`config.mk`:
```
export PLATFORM = sky130hd
export DESIGN_NAME = itc_top
export DESIGN_NICKNAME = d
export VERILOG_FILES = /design/src/shared/itc_pkg.sv /design/src/shared/itc_route_if.sv /design/src/logic/itc_route.sv /design/src/logic/itc_top.sv
export SDC_FILE = /design/constraint.sdc
export NUM_CORES = 1
export LEC_CHECK = 0
export BUFFER_PORTS_ARGS = -buffer_cell sky130_fd_sc_hd__buf_2
export CAP_MARGIN = 20
export CORE_UTILIZATION = 60
export CTS_CLUSTER_SIZE = 24
export DETAILED_ROUTE_END_ITERATION = 6
export GPL_TIMING_DRIVEN = 0
export PLACE_DENSITY = 0.91
export SLEW_MARGIN = 20
export SYNTH_ARGS = -nofsm -noshare
export SYNTH_HDL_FRONTEND = slang
export SYNTH_HIERARCHICAL = 1
export SYNTH_SLANG_ARGS = --single-unit
```
`constraint.sdc`:
```
create_clock -name clk_sys -period 42.1 [get_ports clk_sys]
set_clock_uncertainty 0.2 [all_clocks]
set_input_delay 8.42 -clock clk_sys [delete_from_list [all_inputs] [get_ports clk_sys]]
set_output_delay 8.42 -clock clk_sys [all_outputs]
set_load 0.02 [all_outputs]
```
`src/shared/itc_pkg.sv`:
```
// Constants shared by the target and trigger configuration block.
package itc_pkg;

	// ****************************************************************
	// Register map
	// ****************************************************************
	localparam logic [11:0] ITC_TGT_BASE = 12'h800;
	localparam logic [11:0] ITC_TGT_SPAN = 12'h400;
	localparam logic [11:0] ITC_CFG_BASE = 12'hC00;
	localparam logic [11:0] ITC_CFG_SPAN = 12'h100;

	// ****************************************************************
	// Field layout and fixed values
	// ****************************************************************
	localparam int          ITC_MAX_CPU    = 8;
	localparam int          ITC_TGT_W      = 8;
	localparam int          ITC_TGT_PER_WD = 4;
	localparam int          ITC_CFG_PER_WD = 16;
	localparam int          ITC_BANKED_TGT = 8;
	localparam int          ITC_SGI_END    = 16;
	localparam int          ITC_PPI_END    = 32;
	localparam int          ITC_PPI_NUM    = 16;
	localparam logic [1:0]  ITC_SGI_CFG    = 2'h2;
	localparam logic [31:0] ITC_ZERO_WORD  = 32'h0000_0000;
	localparam logic [7:0]  ITC_TGT_RST    = 8'h00;

	typedef logic [ITC_TGT_W-1:0] itc_tgt_t;

endpackage

```
`src/shared/itc_route_if.sv`:
```
// Carrier between the register file and the routing stage.
`timescale 1ns/100ps

interface itc_route_if #(
	parameter int NUM_IRQ = 64
);
	import itc_pkg::*;

	itc_tgt_t [NUM_IRQ-1:0] tgt;
	logic     [NUM_IRQ-1:0] pend;
	logic     [NUM_IRQ-1:0] act;
	itc_tgt_t [NUM_IRQ-1:0] fwd;

	modport regs  (output tgt, output pend, output act, input fwd);
	modport route (input tgt, input pend, input act, output fwd);
endinterface

```
`src/logic/itc_route.sv`:
```
// Routing stage: applies target sets to pending interrupts.
`timescale 1ns/100ps

module itc_route
	import itc_pkg::*;
#(
	parameter int NUM_IRQ = 64
)(
	// Clock and reset
	input wire logic clk_sys,
	input wire logic rst,
	// Link to the register file
	itc_route_if.route rt
);

	// ****************************************************************
	// Effective targets and forwarded pending state
	// ****************************************************************
	itc_tgt_t [NUM_IRQ-1:0] eff_q;
	itc_tgt_t [NUM_IRQ-1:0] eff_d;
	itc_tgt_t [NUM_IRQ-1:0] fwd_q;
	itc_tgt_t [NUM_IRQ-1:0] fwd_d;

	// The stored set is copied one cycle late, so a write steers routing
	// only from the second edge after it is taken.
	always_comb begin
		for (int m = 0; m < NUM_IRQ; m++) begin
			// hold while active and pending
			if (rt.act[m] && rt.pend[m]) begin
				eff_d[m] = eff_q[m];
			end else begin
				// delayed routing update
				eff_d[m] = rt.tgt[m];
			end
			// pend at added interfaces, R7: withdraw at removed ones
			// an empty set forwards nothing
			fwd_d[m] = rt.pend[m] ? eff_q[m] : ITC_TGT_RST;
		end
	end

	// Registers only; activity is never touched here.
	always_ff @(posedge clk_sys or posedge rst) begin
		if (rst) begin
			eff_q <= '0;
			fwd_q <= '0;
		end else begin
			eff_q <= eff_d;
			fwd_q <= fwd_d;
		end
	end

	// active state passes untouched
	assign rt.fwd = fwd_q;

endmodule

```
`src/logic/itc_top.sv`:
```
// Target routing and trigger configuration registers behind an APB port.
`timescale 1ns/100ps

// What this block does
// Eight-bit target set per interrupt, bit k selects processor interface k.
// Target words 0 to 7 read back the reading processor's own bit.
// Target bits of absent interfaces read zero and drop writes.
// Target of interrupt m sits at 0x800 plus 4*(m/4), lane m%4.
// Target writes accepted anytime and never change activity.
// Adding an interface makes a pending interrupt pend there.
// Removing an interface withdraws pending at that interface.
// Active-and-pending interrupts keep old routing until activity clears.
// New targets steer routing two cycles after the write is taken.
// Two-bit trigger field per supported interrupt.
// Software-generated interrupt trigger fields are read-only.
// Private peripheral upper trigger bit writability is a build parameter.
// Trigger fields of absent interrupts read zero and ignore writes.
// Non-secure access sees group 0 trigger fields as zero, writes dropped; software-generated fields still read as edge.
// Lockdown freezes trigger fields of lockable group 0 shared interrupts.
// Software disables an interrupt before changing its trigger field.
// Writable private triggers are banked per processor in multiprocessor builds.
// Upper trigger bit one means edge, zero level; lower bit reserved.
// Software-generated interrupts read upper trigger bit as one, writes dropped.
// Trigger of interrupt m sits at 0xC00 plus 4*(m/16), field m%16.
// Single-processor build reads all target fields as zero, writes ignored.
// Shared interrupts with empty target sets reach no processor.
module itc_top
	import itc_pkg::*;
#(
	parameter int          NUM_IRQ    = 64,
	parameter int          NUM_CPU    = 2,
	parameter bit          PPI_CFG_WR = 1'b1,
	parameter logic [15:0] PPI_EDGE_RST = 16'h0000,
	parameter bit          SECURITY   = 1'b1,
	parameter bit          LOCKDOWN   = 1'b1,
	parameter int          LOCK_SPIS  = 32
)(
	// Clock and reset
	input  wire logic                              clk_sys,
	input  wire logic                              rst,
	// APB slave
	input  wire logic                              psel,
	input  wire logic                              penable,
	input  wire logic                              pwrite,
	input  wire logic [11:0]                       paddr,
	input  wire logic [31:0]                       pwdata,
	input  wire logic [3:0]                        pstrb,
	input  wire logic [2:0]                        pprot,
	input  wire logic [2:0]                        acc_cpu,
	output logic      [31:0]                       prdata,
	output logic                                   pready,
	output logic                                   pslverr,
	// Distributor state
	input  wire logic [NUM_IRQ-1:0]                irq_pending,
	input  wire logic [NUM_IRQ-1:0]                irq_active,
	input  wire logic [NUM_IRQ-1:0]                irq_group1,
	input  wire logic                              cfg_lockdown,
	// Processor side
	output logic      [NUM_CPU-1:0][NUM_IRQ-1:0]   cpu_pend,
	output logic      [NUM_IRQ-1:0]                irq_edge,
	output logic      [NUM_CPU-1:0][ITC_PPI_NUM-1:0] ppi_edge
);

	// ****************************************************************
	// Access decode
	// ****************************************************************
	localparam itc_tgt_t CPU_MASK = itc_tgt_t'((1 << NUM_CPU) - 1);

	logic        ns_acc;
	logic        tgt_hit;
	logic        cfg_hit;
	logic [11:0] tgt_off;
	logic [11:0] cfg_off;
	logic [9:0]  wd_idx;
	logic        wr_take;
	logic [2:0]  bank;

	// Non-secure when the APB protection bit says so.
	assign ns_acc  = pprot[1];
	assign tgt_off = paddr - ITC_TGT_BASE;
	assign cfg_off = paddr - ITC_CFG_BASE;
	// target word index
	assign tgt_hit = (paddr >= ITC_TGT_BASE) && (tgt_off < ITC_TGT_SPAN);
	// trigger word index
	assign cfg_hit = (paddr >= ITC_CFG_BASE) && (cfg_off < ITC_CFG_SPAN);
	assign wd_idx  = tgt_hit ? tgt_off[11:2] : cfg_off[11:2];
	assign wr_take = psel && penable && pwrite;
	// banking only where more than one processor exists
	assign bank    = (NUM_CPU > 1) ? acc_cpu : 3'h0;

	// Fields that a non-secure access must not see.
	function automatic logic ns_hidden(input int m, input logic ns);
		// group 0 hidden from non-secure
		return SECURITY && ns && !irq_group1[m];
	endfunction

	// Fields frozen by configuration lockdown.
	function automatic logic locked(input int m);
		// lockable group 0 shared interrupts
		return LOCKDOWN && cfg_lockdown && !irq_group1[m]
			&& (m >= ITC_PPI_END) && (m < ITC_PPI_END + LOCK_SPIS);
	endfunction

	// ****************************************************************
	// Stored fields
	// ****************************************************************
	itc_tgt_t [NUM_IRQ-1:0]                tgt_q;
	itc_tgt_t [NUM_IRQ-1:0]                tgt_d;
	logic     [NUM_IRQ-1:0]                edge_q;
	logic     [NUM_IRQ-1:0]                edge_d;
	logic     [NUM_CPU-1:0][ITC_PPI_NUM-1:0] ppi_q;
	logic     [NUM_CPU-1:0][ITC_PPI_NUM-1:0] ppi_d;

	// Write side of both register groups.
	always_comb begin
		int lane;
		int fld;
		lane   = 0;
		fld    = 0;
		tgt_d  = tgt_q;
		edge_d = edge_q;
		ppi_d  = ppi_q;
		for (int m = ITC_PPI_END; m < NUM_IRQ; m++) begin
			lane = m % ITC_TGT_PER_WD;
			// writes accepted at any time
			// single-processor build ignores target writes
			if (wr_take && tgt_hit && (NUM_CPU > 1) && pstrb[lane]
				&& (int'(wd_idx) == m / ITC_TGT_PER_WD)
				&& !ns_hidden(m, ns_acc) && !locked(m)) begin
				// absent interface bits dropped
				tgt_d[m] = pwdata[lane*8 +: 8] & CPU_MASK;
			end
		end
		for (int m = ITC_SGI_END; m < NUM_IRQ; m++) begin
			fld  = m % ITC_CFG_PER_WD;
			// first word never written
			// absent interrupts fall outside the loop
			if (wr_take && cfg_hit && pstrb[fld / 4]
				&& (int'(wd_idx) == m / ITC_CFG_PER_WD)
				&& !ns_hidden(m, ns_acc) && !locked(m)) begin
				if (m >= ITC_PPI_END) begin
					// upper bit only, lower bit reserved
					edge_d[m] = pwdata[2*fld + 1];
				end else if (PPI_CFG_WR) begin
					// private bit writable by build choice
					// per-processor bank
					ppi_d[bank][fld] = pwdata[2*fld + 1];
				end
			end
		end
	end

	// Field registers. Targets reset empty, so nothing routes until set.
	always_ff @(posedge clk_sys or posedge rst) begin
		if (rst) begin
			tgt_q  <= '0;
			edge_q <= '0;
			for (int c = 0; c < NUM_CPU; c++) begin
				ppi_q[c] <= PPI_EDGE_RST;
			end
		end else begin
			tgt_q  <= tgt_d;
			edge_q <= edge_d;
			ppi_q  <= ppi_d;
		end
	end

	// ****************************************************************
	// Read side
	// ****************************************************************
	logic [31:0] rdata_d;
	logic [31:0] rdata_q;
	logic        err_d;
	logic        err_q;

	// Read data is formed in the setup cycle and held for the access.
	always_comb begin
		int m;
		m       = 0;
		rdata_d = rdata_q;
		err_d   = err_q;
		if (psel && !penable) begin
			rdata_d = ITC_ZERO_WORD;
			err_d   = !(tgt_hit || cfg_hit);
			if (tgt_hit && (NUM_CPU > 1)) begin
				for (int k = 0; k < ITC_TGT_PER_WD; k++) begin
					m = int'(wd_idx) * ITC_TGT_PER_WD + k;
					if (int'(wd_idx) < ITC_BANKED_TGT) begin
						// reader's own interface bit
						rdata_d[k*8 +: 8] = itc_tgt_t'(1 << acc_cpu) & CPU_MASK;
					end else if (m < NUM_IRQ && !ns_hidden(m, ns_acc)) begin
						// stored target set
						rdata_d[k*8 +: 8] = tgt_q[m];
					end
				end
			end
			if (cfg_hit) begin
				for (int f = 0; f < ITC_CFG_PER_WD; f++) begin
					m = int'(wd_idx) * ITC_CFG_PER_WD + f;
					if (m < ITC_SGI_END) begin
						// software interrupts always edge
						rdata_d[2*f +: 2] = ITC_SGI_CFG;
					end else if (m < NUM_IRQ && !ns_hidden(m, ns_acc)) begin
						// two-bit field
						rdata_d[2*f + 1] = (m < ITC_PPI_END)
							? ppi_q[bank][m - ITC_SGI_END] : edge_q[m];
					end
				end
			end
		end
	end

	// Read data and error registers.
	always_ff @(posedge clk_sys or posedge rst) begin
		if (rst) begin
			rdata_q <= ITC_ZERO_WORD;
			err_q   <= 1'b0;
		end else begin
			rdata_q <= rdata_d;
			err_q   <= err_d;
		end
	end

	// Zero wait states: every access completes in its first access cycle.
	assign pready  = 1'b1;
	assign prdata  = rdata_q;
	assign pslverr = err_q && psel && penable;

	// ****************************************************************
	// Routing stage
	// ****************************************************************
	itc_route_if #(.NUM_IRQ(NUM_IRQ)) rt_if ();

	assign rt_if.tgt  = tgt_q;
	assign rt_if.pend = irq_pending;
	assign rt_if.act  = irq_active;

	itc_route #(
		.NUM_IRQ (NUM_IRQ)
	) u_route (
		.clk_sys (clk_sys),
		.rst     (rst),
		.rt      (rt_if)
	);

	// Transpose forwarded state into one vector per processor.
	for (genvar c = 0; c < NUM_CPU; c++) begin : g_cpu
		for (genvar m = 0; m < NUM_IRQ; m++) begin : g_irq
			assign cpu_pend[c][m] = rt_if.fwd[m][c];
		end
		assign ppi_edge[c] = ppi_q[c];
	end

	// Trigger type per interrupt; private entries follow processor 0's bank.
	for (genvar m = 0; m < NUM_IRQ; m++) begin : g_edge
		if (m < ITC_SGI_END) begin : g_sgi
			// software interrupts are edge
			assign irq_edge[m] = ITC_SGI_CFG[1];
		end else if (m < ITC_PPI_END) begin : g_ppi
			assign irq_edge[m] = ppi_q[0][m - ITC_SGI_END];
		end else begin : g_spi
			assign irq_edge[m] = edge_q[m];
		end
	end

endmodule

```
# Word level (Yosys, flattened, before mapping)
# Cells that the tools add are included.
[totals] register_bits=289 inputBits=252 output_inout_bits=258 elab_cells=1141
[classes] n_addsub=36 order_cmp=95 eq_ne=11 shifts=1 mux=337 n_reduce_logical=529
[ops] op="$mux 32" n=18
[ops] op="$bwmux 32" n=16
[ops] op="$lt 15x7->1 const B" n=30
[ops] op="$logic_and 1x1->1" n=358
[ops] op="$demux 16 s1" n=16
[ops] op="$lt 15x6->1 const B" n=16
[ops] op="$lt 16x6->1 const B" n=15
[ops] op="$sub 15x5->16 const B" n=15
[ops] op="$lt 15x5->1 const B" n=15
[ops] op="$bmux 1 s6" n=33
[ops] op="$logic_not 1->1" n=170
[ops] op="$mux 1" n=166
[ops] op="$bmux 8 s6" n=3
[ops] op="$mux 8" n=16
[ops] op="$add 14x4->15 const B" n=8
[ops] op="$eq 10x5->1 const B" n=8
[ops] op="$lt 13x7->1 const B" n=6
[ops] op="$bmux 1 s4" n=17
[ops] op="$mux 2" n=33
[ops] op="$add 14x3->15 const B" n=4
[ops] op="$mux 16" n=3
[ops] op="$bmux 8 s4" n=1
[ops] op="$add 14x2->15 const B" n=2
[ops] op="$lt 14x7->1 const B" n=2
[ops] op="other kinds (31)" n=38

# Logic depth before layout (Yosys ltp)
# Gate-level depths: netlist of run 1.
[depth] depth_word=38 depth_mapped=9 depth_no_buf=5

# Modules after synthesis
# The synthesis of run 1 kept the hierarchy.
[by_module_without_submodules] mod="itc_route" instances=1 cells_each=2113 area_per_inst_um2=35352.7 seq_area_each_um2=25624.6
[by_module_without_submodules] mod="itc_top" instances=1 cells_each=785 area_per_inst_um2=8789.7 seq_area_each_um2=3728.6

# Worst setup path before layout of run 1
# No wires, ideal clock.
[synth_path] kind="input-to-output" startpoint="in penable" endpoint="out pslverr" arrival_time_ns=8.673 path_slack_ns=24.807 path_stages=1 path_buffers=0 cell_sequence="and3_1"
[synth_between] elab_chain_cells=1
[synth_rtl] element="from (decl)" line="itc_top.sv:43" text="input wire logic penable,"
[synth_rtl] element="$logic_and 1x1->1" line="itc_top.sv:227" text="assign pslverr = err_q && psel && penable;"
[synth_rtl] element="to (decl)" line="itc_top.sv:52" text="output logic pslverr,"
# Every way passes these cells.

# Worst setup path in the final report of run 1
# Ends and elaborated chain as after synthesis.

==> metrics.md, run 1 <==
| Metric | Value |
|---|---|
| Most common cell on crit path | buf_2 |
| Post_cts resized | 0 |
| Post-CTS Setup Inserts | 0 |
| Max H-tree Level | 2 |
| P&R area growth vs syn | 25.9% |
| Status | complete, but fails checks |
| CTS Buffer Depth | 3 |
| Pwr dens | between 30 and 40 mW/mm2 |
| Vias in the first global route | 14200 |
| # hold bufs at CTS | 0 |
| Syn Inst Count | 1362 |
| Critical path type | in -> out |
| Die ar. | 0.0309 mm2 |
| Tmin final | 17490 ps |
| Drt pass-1 iters | 7 |
| Detail Route Antenna Nets | 0 |
| Io pins | between 500 and 600 |
| WL final | 54800 um |
| Critical Path RT | 33480 ps |
| Worst VDD drop | 0.0000329 V |
| Worst EP arrival | 8870 ps |
| Final hold vios | 0 |
| RePlAce Congestion | roughly 1 |
| Final setup vio count | 0 |
| Critical path launch point type | input port |
| Routed len/inst | 23.0 um |
| Core box area | 0.0297 mm2 |
| Worst Hold Class | reg -> reg |
| Via count | 13700 |
| Final Cycle Share | 0.416 |
| Drt drc | 4 |
| First-pass GRT wire length | 82100 um |
| Cts bufs inserted | 42 |
| Syn_area_per_cell | 13.3 um2 |
| Critical path cell sequence | buf_2 > and3_1 > buf_2 |
| Port Buffer Count | around 450 |
| Tot Pwr | 0.882 mW |
| RSZ-0062 raised after global routing | false |
| Pin count of the biggest net entering global routing | around 120 |
| Worst setup EP type | output port |
| Synth warn | 6 |
| Setup slack, reg-to-reg | 40380 ps |
| Slew HR | 0.161 |
| Clk root buf | clkbuf_16 |
| Post-Syn Area | 0.0181 mm2 |
| Post-DR vias/cell | 5.76 |
| GR Overflow Total | 0 |
| Initial antenna violation count | 12 |
| FP Rows | 63 |
| Max Cap Viol | 0 |
| Maximum clock rate | between 50 and 60 MHz |
| Leakage dissipation | 12.1 nW |
| Clk Latency, worst-skew pair | 560 ps |
| Slew of the pin with the lowest slew margin | between 1000 and 1500 ps |
| Crit path max fanout | 4 |
| CTS tree | built |
| # clock sinks | between 400 and 500 |
| Failing checks | DRC |
| Detailed Route Iter0 Violations | 1202 |
| Max-slew violations | 0 |
| Worst Path Buf+Inv | 2 |
| Die Wd | 176 um |
| Nets | between 2000 and 2500 |
| Worst path max stage delay | 170 ps |
| Gr usage total | 0.357 |
| Clk slew on worst S/H paths | 50 ps |
| Setup TNS | 0 ps |
| Worst Hold Slack | about 280 ps |
| Die H | 176 um |
| Initial Utilization | 0.611 |
| CP delay by family, top | buffers and inverters |
| Layout cells sized above 1 | 0.468 |
| DP HPWL | approximately 41000 um |
| Slowest stage cell, crit path | and3_1 |
power breakdown:
group	total [mW]	switching, mW	internal (mW)
combinational	0.0821	0.0512	0.0309
clock	0.397	0.153	0.244
sequential	0.403	0.00383	0.399
state kept, by name, indices dropped and copies added, names as in the netlist:
name,flops
edge_q,32
irq_edge,16
u_route/rt.fwd,128
rt_if.tgt,64
ppi_edge,16
prdata,20
err_q,1
u_route/eff_q,128
through the flow:
step	worst slack [ps]	instance area, um2	cells	util
after floorplan	24810	18500	1453	-
after global placement	24270	21200	2292	0.714
after detailed placement	24590	21300	2295	0.718
after CTS	24590	22800	2372	0.768
after global routing	24580	22800	2381	0.769
final	24610	22800	2381	0.769
cell type report:
class,instances,area (um2)
Timing Repair Buffer,452,2330
Clock buffer,66,1300
Buffer,92,554
Inverter,11,56.3
Antenna cell,9,22.5
Fill cell,1913,6870
Sequential cell,405,10100
Multi-Input combinational cell,945,7760
Tap cell,390,488
Clock inverter,11,199
per-layer routing:
metal | global-route usage | routed length, um | vias to the layer above
li1 | - | - | 5852
met1 | 0.437 | 19700 | 6788
met2 | 0.587 | 26800 | 852
met3 | 0.0974 | 5610 | 218
met4 | 0.172 | 2700 | 8
met5 | 0 | 52 | -
layout by cell type (no fill, tap or decap), types with 10 or more instances in the layout:
| cell | count |
|---|---|
| mux2i_1 | 23 |
| nor2b_1 | 13 |
| nand3_1 | 15 |
| clkbuf_16 | 43 |
| o211ai_1 | 18 |
| o21ai_0 | 18 |
| dfrtp_1 | 405 |
| clkbuf_8 | 14 |
| and2_1 | 122 |
| buf_4 | 50 |
| nor2_1 | 48 |
| a21oi_1 | 34 |
| nand2_1 | 29 |
| conb_1 | 93 |
| mux4_2 | 29 |
| buf_2 | 459 |
| mux2_1 | 54 |
| nand2_4 | 57 |
| nand2b_1 | 23 |
| mux2_2 | 210 |
| o21ai_1 | 34 |
| and2_2 | 14 |
| clkbuf_1 | 37 |
| nor3_1 | 33 |
| mux2_4 | 10 |
tightest hold or removal path, cell delays in order (launching register included):
cell	delay [ps]
dfrtp_1	340
nand2_1	50
o21ai_0	60
final timing paths:
check	cells after the start	to	from
setup / recovery	3	pslverr	penable
hold / removal	2	prdata[23]	prdata[23]
setup reg to reg	4	prdata[1]	rt_if.tgt[481]
hold reg to reg	2	prdata[23]	prdata[23]
max in group asynchronous	3	u_route/eff_q[480]	rst
min in group asynchronous	2	u_route/rt.fwd[441]	rst
Power figures use the tool's default switching activity.
==> run 2: changes to the inputs <==
CORE_UTILIZATION = 56   (was 60)
PLACE_DENSITY = 0.89   (was 0.91)
clock period = 14.3 ns   (was 42.1 ns; I/O delays follow)
==> run 2 against run 1 <==
  * The flow now finishes without violations
  * Via count down 1.1%
  * First-iteration DRC count fell by 7.6%
  * Final cell count rose by 0.67%
  * Count of clock-buffer cells in the layout decreased by 5
  * Critical endpoint unchanged
==> metrics.md, run 2 (synthesis results as in run 1) <==
| Metric | Value |
|---|---|
| Clk root buf | clkbuf_16 |
| Pin count of the biggest net entering global routing | 113 (-1.7%) |
| Cts bufs inserted | 43 (+2.4%) |
| Worst Hold Slack | 274 ps (-2.11 ps) |
| FP Rows | 65 (+3.2%) |
| Worst EP arrival | 3300 ps (-5570 ps) |
| WL final | 54200 um (-1.2%) |
| First-pass GRT wire length | 81800 um (-0.47%) |
| Io pins | 510 (unchanged) |
| Setup TNS | 0 ps (unchanged) |
| Drt pass-1 iters | 5 (-2) |
| Routed len/inst | 22.6 um (-1.8%) |
| Final setup vio count | 0 (unchanged) |
| Final Cycle Share | 0.445 |
| Slew of the pin with the lowest slew margin | 1190 ps (-60.5 ps) |
| Slew HR | 0.203 (+0.0414) |
| CTS tree | built |
| Max Cap Viol | 0 (unchanged) |
| Critical Path RT | 11240 ps (-22240 ps) |
| Max-slew violations | 0 (unchanged) |
| Maximum clock rate | 157 MHz |
| RR Startpoint | irq_edge[31] |
| Drt drc | 0 (-4) |
| Post-CTS Setup Inserts | 0 (unchanged) |
| Worst setup EP type | output port |
| CTS Buffer Depth | 3 (unchanged) |
| Vias in the first global route | 14000 (-1.7%) |
| Initial Utilization | 0.572 (-0.0385) |
| Nets | 2202 (+0.045%) |
| Critical path launch point type | input port |
| # hold bufs at CTS | 0 (unchanged) |
| Die H | 182 um (+3.5%) |
| RSZ-0062 raised after global routing | false |
| Worst setup path startpoint | penable |
| Max H-tree Level | 2 (unchanged) |
| Status | complete, no violations |
| Commonest non-fill, non-tap cells in the layout | 459 x buf_2, 405 x dfrtp_1, 210 x mux2_2 |
| Detail Route Antenna Nets | 0 (unchanged) |
| Critical path type | in -> out |
| Clk Latency, worst-skew pair | 540 ps (-20 ps) |
| Core box area | 0.0317 mm2 (+6.7%) |
| Initial antenna violation count | 17 (+5) |
| RR Endpoint | prdata[31] |
| Final hold vios | 0 (unchanged) |
| Port Buffer Count | 449 (unchanged) |
| Gr usage total | 0.329 (-0.0277) |
| Post_cts resized | 0 (unchanged) |
| Final non-filler cell total | 2397 (+0.67%) |
| Layout cells sized above 1 | 0.467 (about the same) |
| Placed Cells | 2307 (+0.52%) |
| Setup slack, reg-to-reg | 12530 ps (-27850 ps) |
| Die Wd | 182 um (+3.5%) |
| Setup crit end | pslverr |
| Detailed Route Iter0 Violations | 1111 (-7.6%) |
| Via count | 13600 (-1.1%) |
| R2R cell count | 4 (unchanged) |
| GR Overflow Total | 0 (unchanged) |
| Most common cell after layout, fill and taps aside | buf_2 |
| DP HPWL | 40700 um (-1.3%) |
| Pwr dens | 112 mW/mm2 (+190%) |
| Leakage dissipation | 12.1 nW (-0.20%) |
| Worst VDD drop | 0.000134 V (+310%) |
| Worst Hold Class | reg -> reg |
| RePlAce Congestion | 0.997 (+0.21%) |
| Tmin final | around 6400 ps |
| Post-DR vias/cell | 5.66 (-1.7%) |
| Crit path max fanout | 4 (unchanged) |
| Clk slew on worst S/H paths | 60 ps (about the same) |
| Die ar. | 0.0331 mm2 (+7.1%) |
| P&R area growth vs syn | 25.8% (about the same) |
| # clock sinks | 405 (unchanged) |
==> run 2: per-layer routing <==
| metal | routed length [um] | track usage | vias up |
|---|---|---|---|
| met4 | 2700 | 0.147 | 6 |
| met3 | 5170 | 0.0766 | 190 |
| met5 | 40 | 0 | - |
| li1 | - | - | 5851 |
| met1 | 20000 | 0.413 | 6714 |
| met2 | 26300 | 0.546 | 809 |
==> run 2: area by class of cell <==
class,count,area [um2]
flip-flops and latches,405,10100
fillers,2191,8890
multi-input cells,945,7760
repair buffers,452,2330
clock buffers,61,1260
plain buffers,92,554
well taps,402,503
clock inverters,15,200
inverters,11,56.3
diodes,14,35.0
==> run 2: how the worst min path moves through the flow <==
stage | from | to | slack, ps | cells past startpoint
2_1_floorplan | u_route/eff_q[0] | u_route/rt.fwd[0] | 250 | 1
3_3_place_gp | u_route/eff_q[33] | u_route/rt.fwd[33] | 260 | 1
3_5_place_dp | u_route/eff_q[56] | u_route/rt.fwd[56] | 270 | 1
4_1_cts | u_route/eff_q[328] | u_route/rt.fwd[328] | 270 | 1
5_1_grt | u_route/eff_q[57] | u_route/rt.fwd[57] | 300 | 1
6_report | u_route/eff_q[320] | u_route/rt.fwd[320] | 270 | 1
==> run 2: worst max-delay path, stage by stage <==
cell,delay (ps)
buf_2,120
and3_1,160
buf_2,160
==> run 2: power breakdown <==
part	switching, mW	internal (mW)
registers	0.0114	1.17
clock network	0.449	0.687
logic	0.149	0.0910
total	0.610	1.95
==> run 2: stage by stage <==
step	total power, mW	setup slack (ps)	cell area (um2)	util
6_report	2.56	7940	22800	0.720
5_1_grt	2.65	7910	22800	0.720
4_1_cts	2.57	7940	22800	0.719
3_5_place_dp	1.44	7940	21300	0.673
3_3_place_gp	1.43	2100	21200	0.670
2_1_floorplan	1.34	4200	18500	-
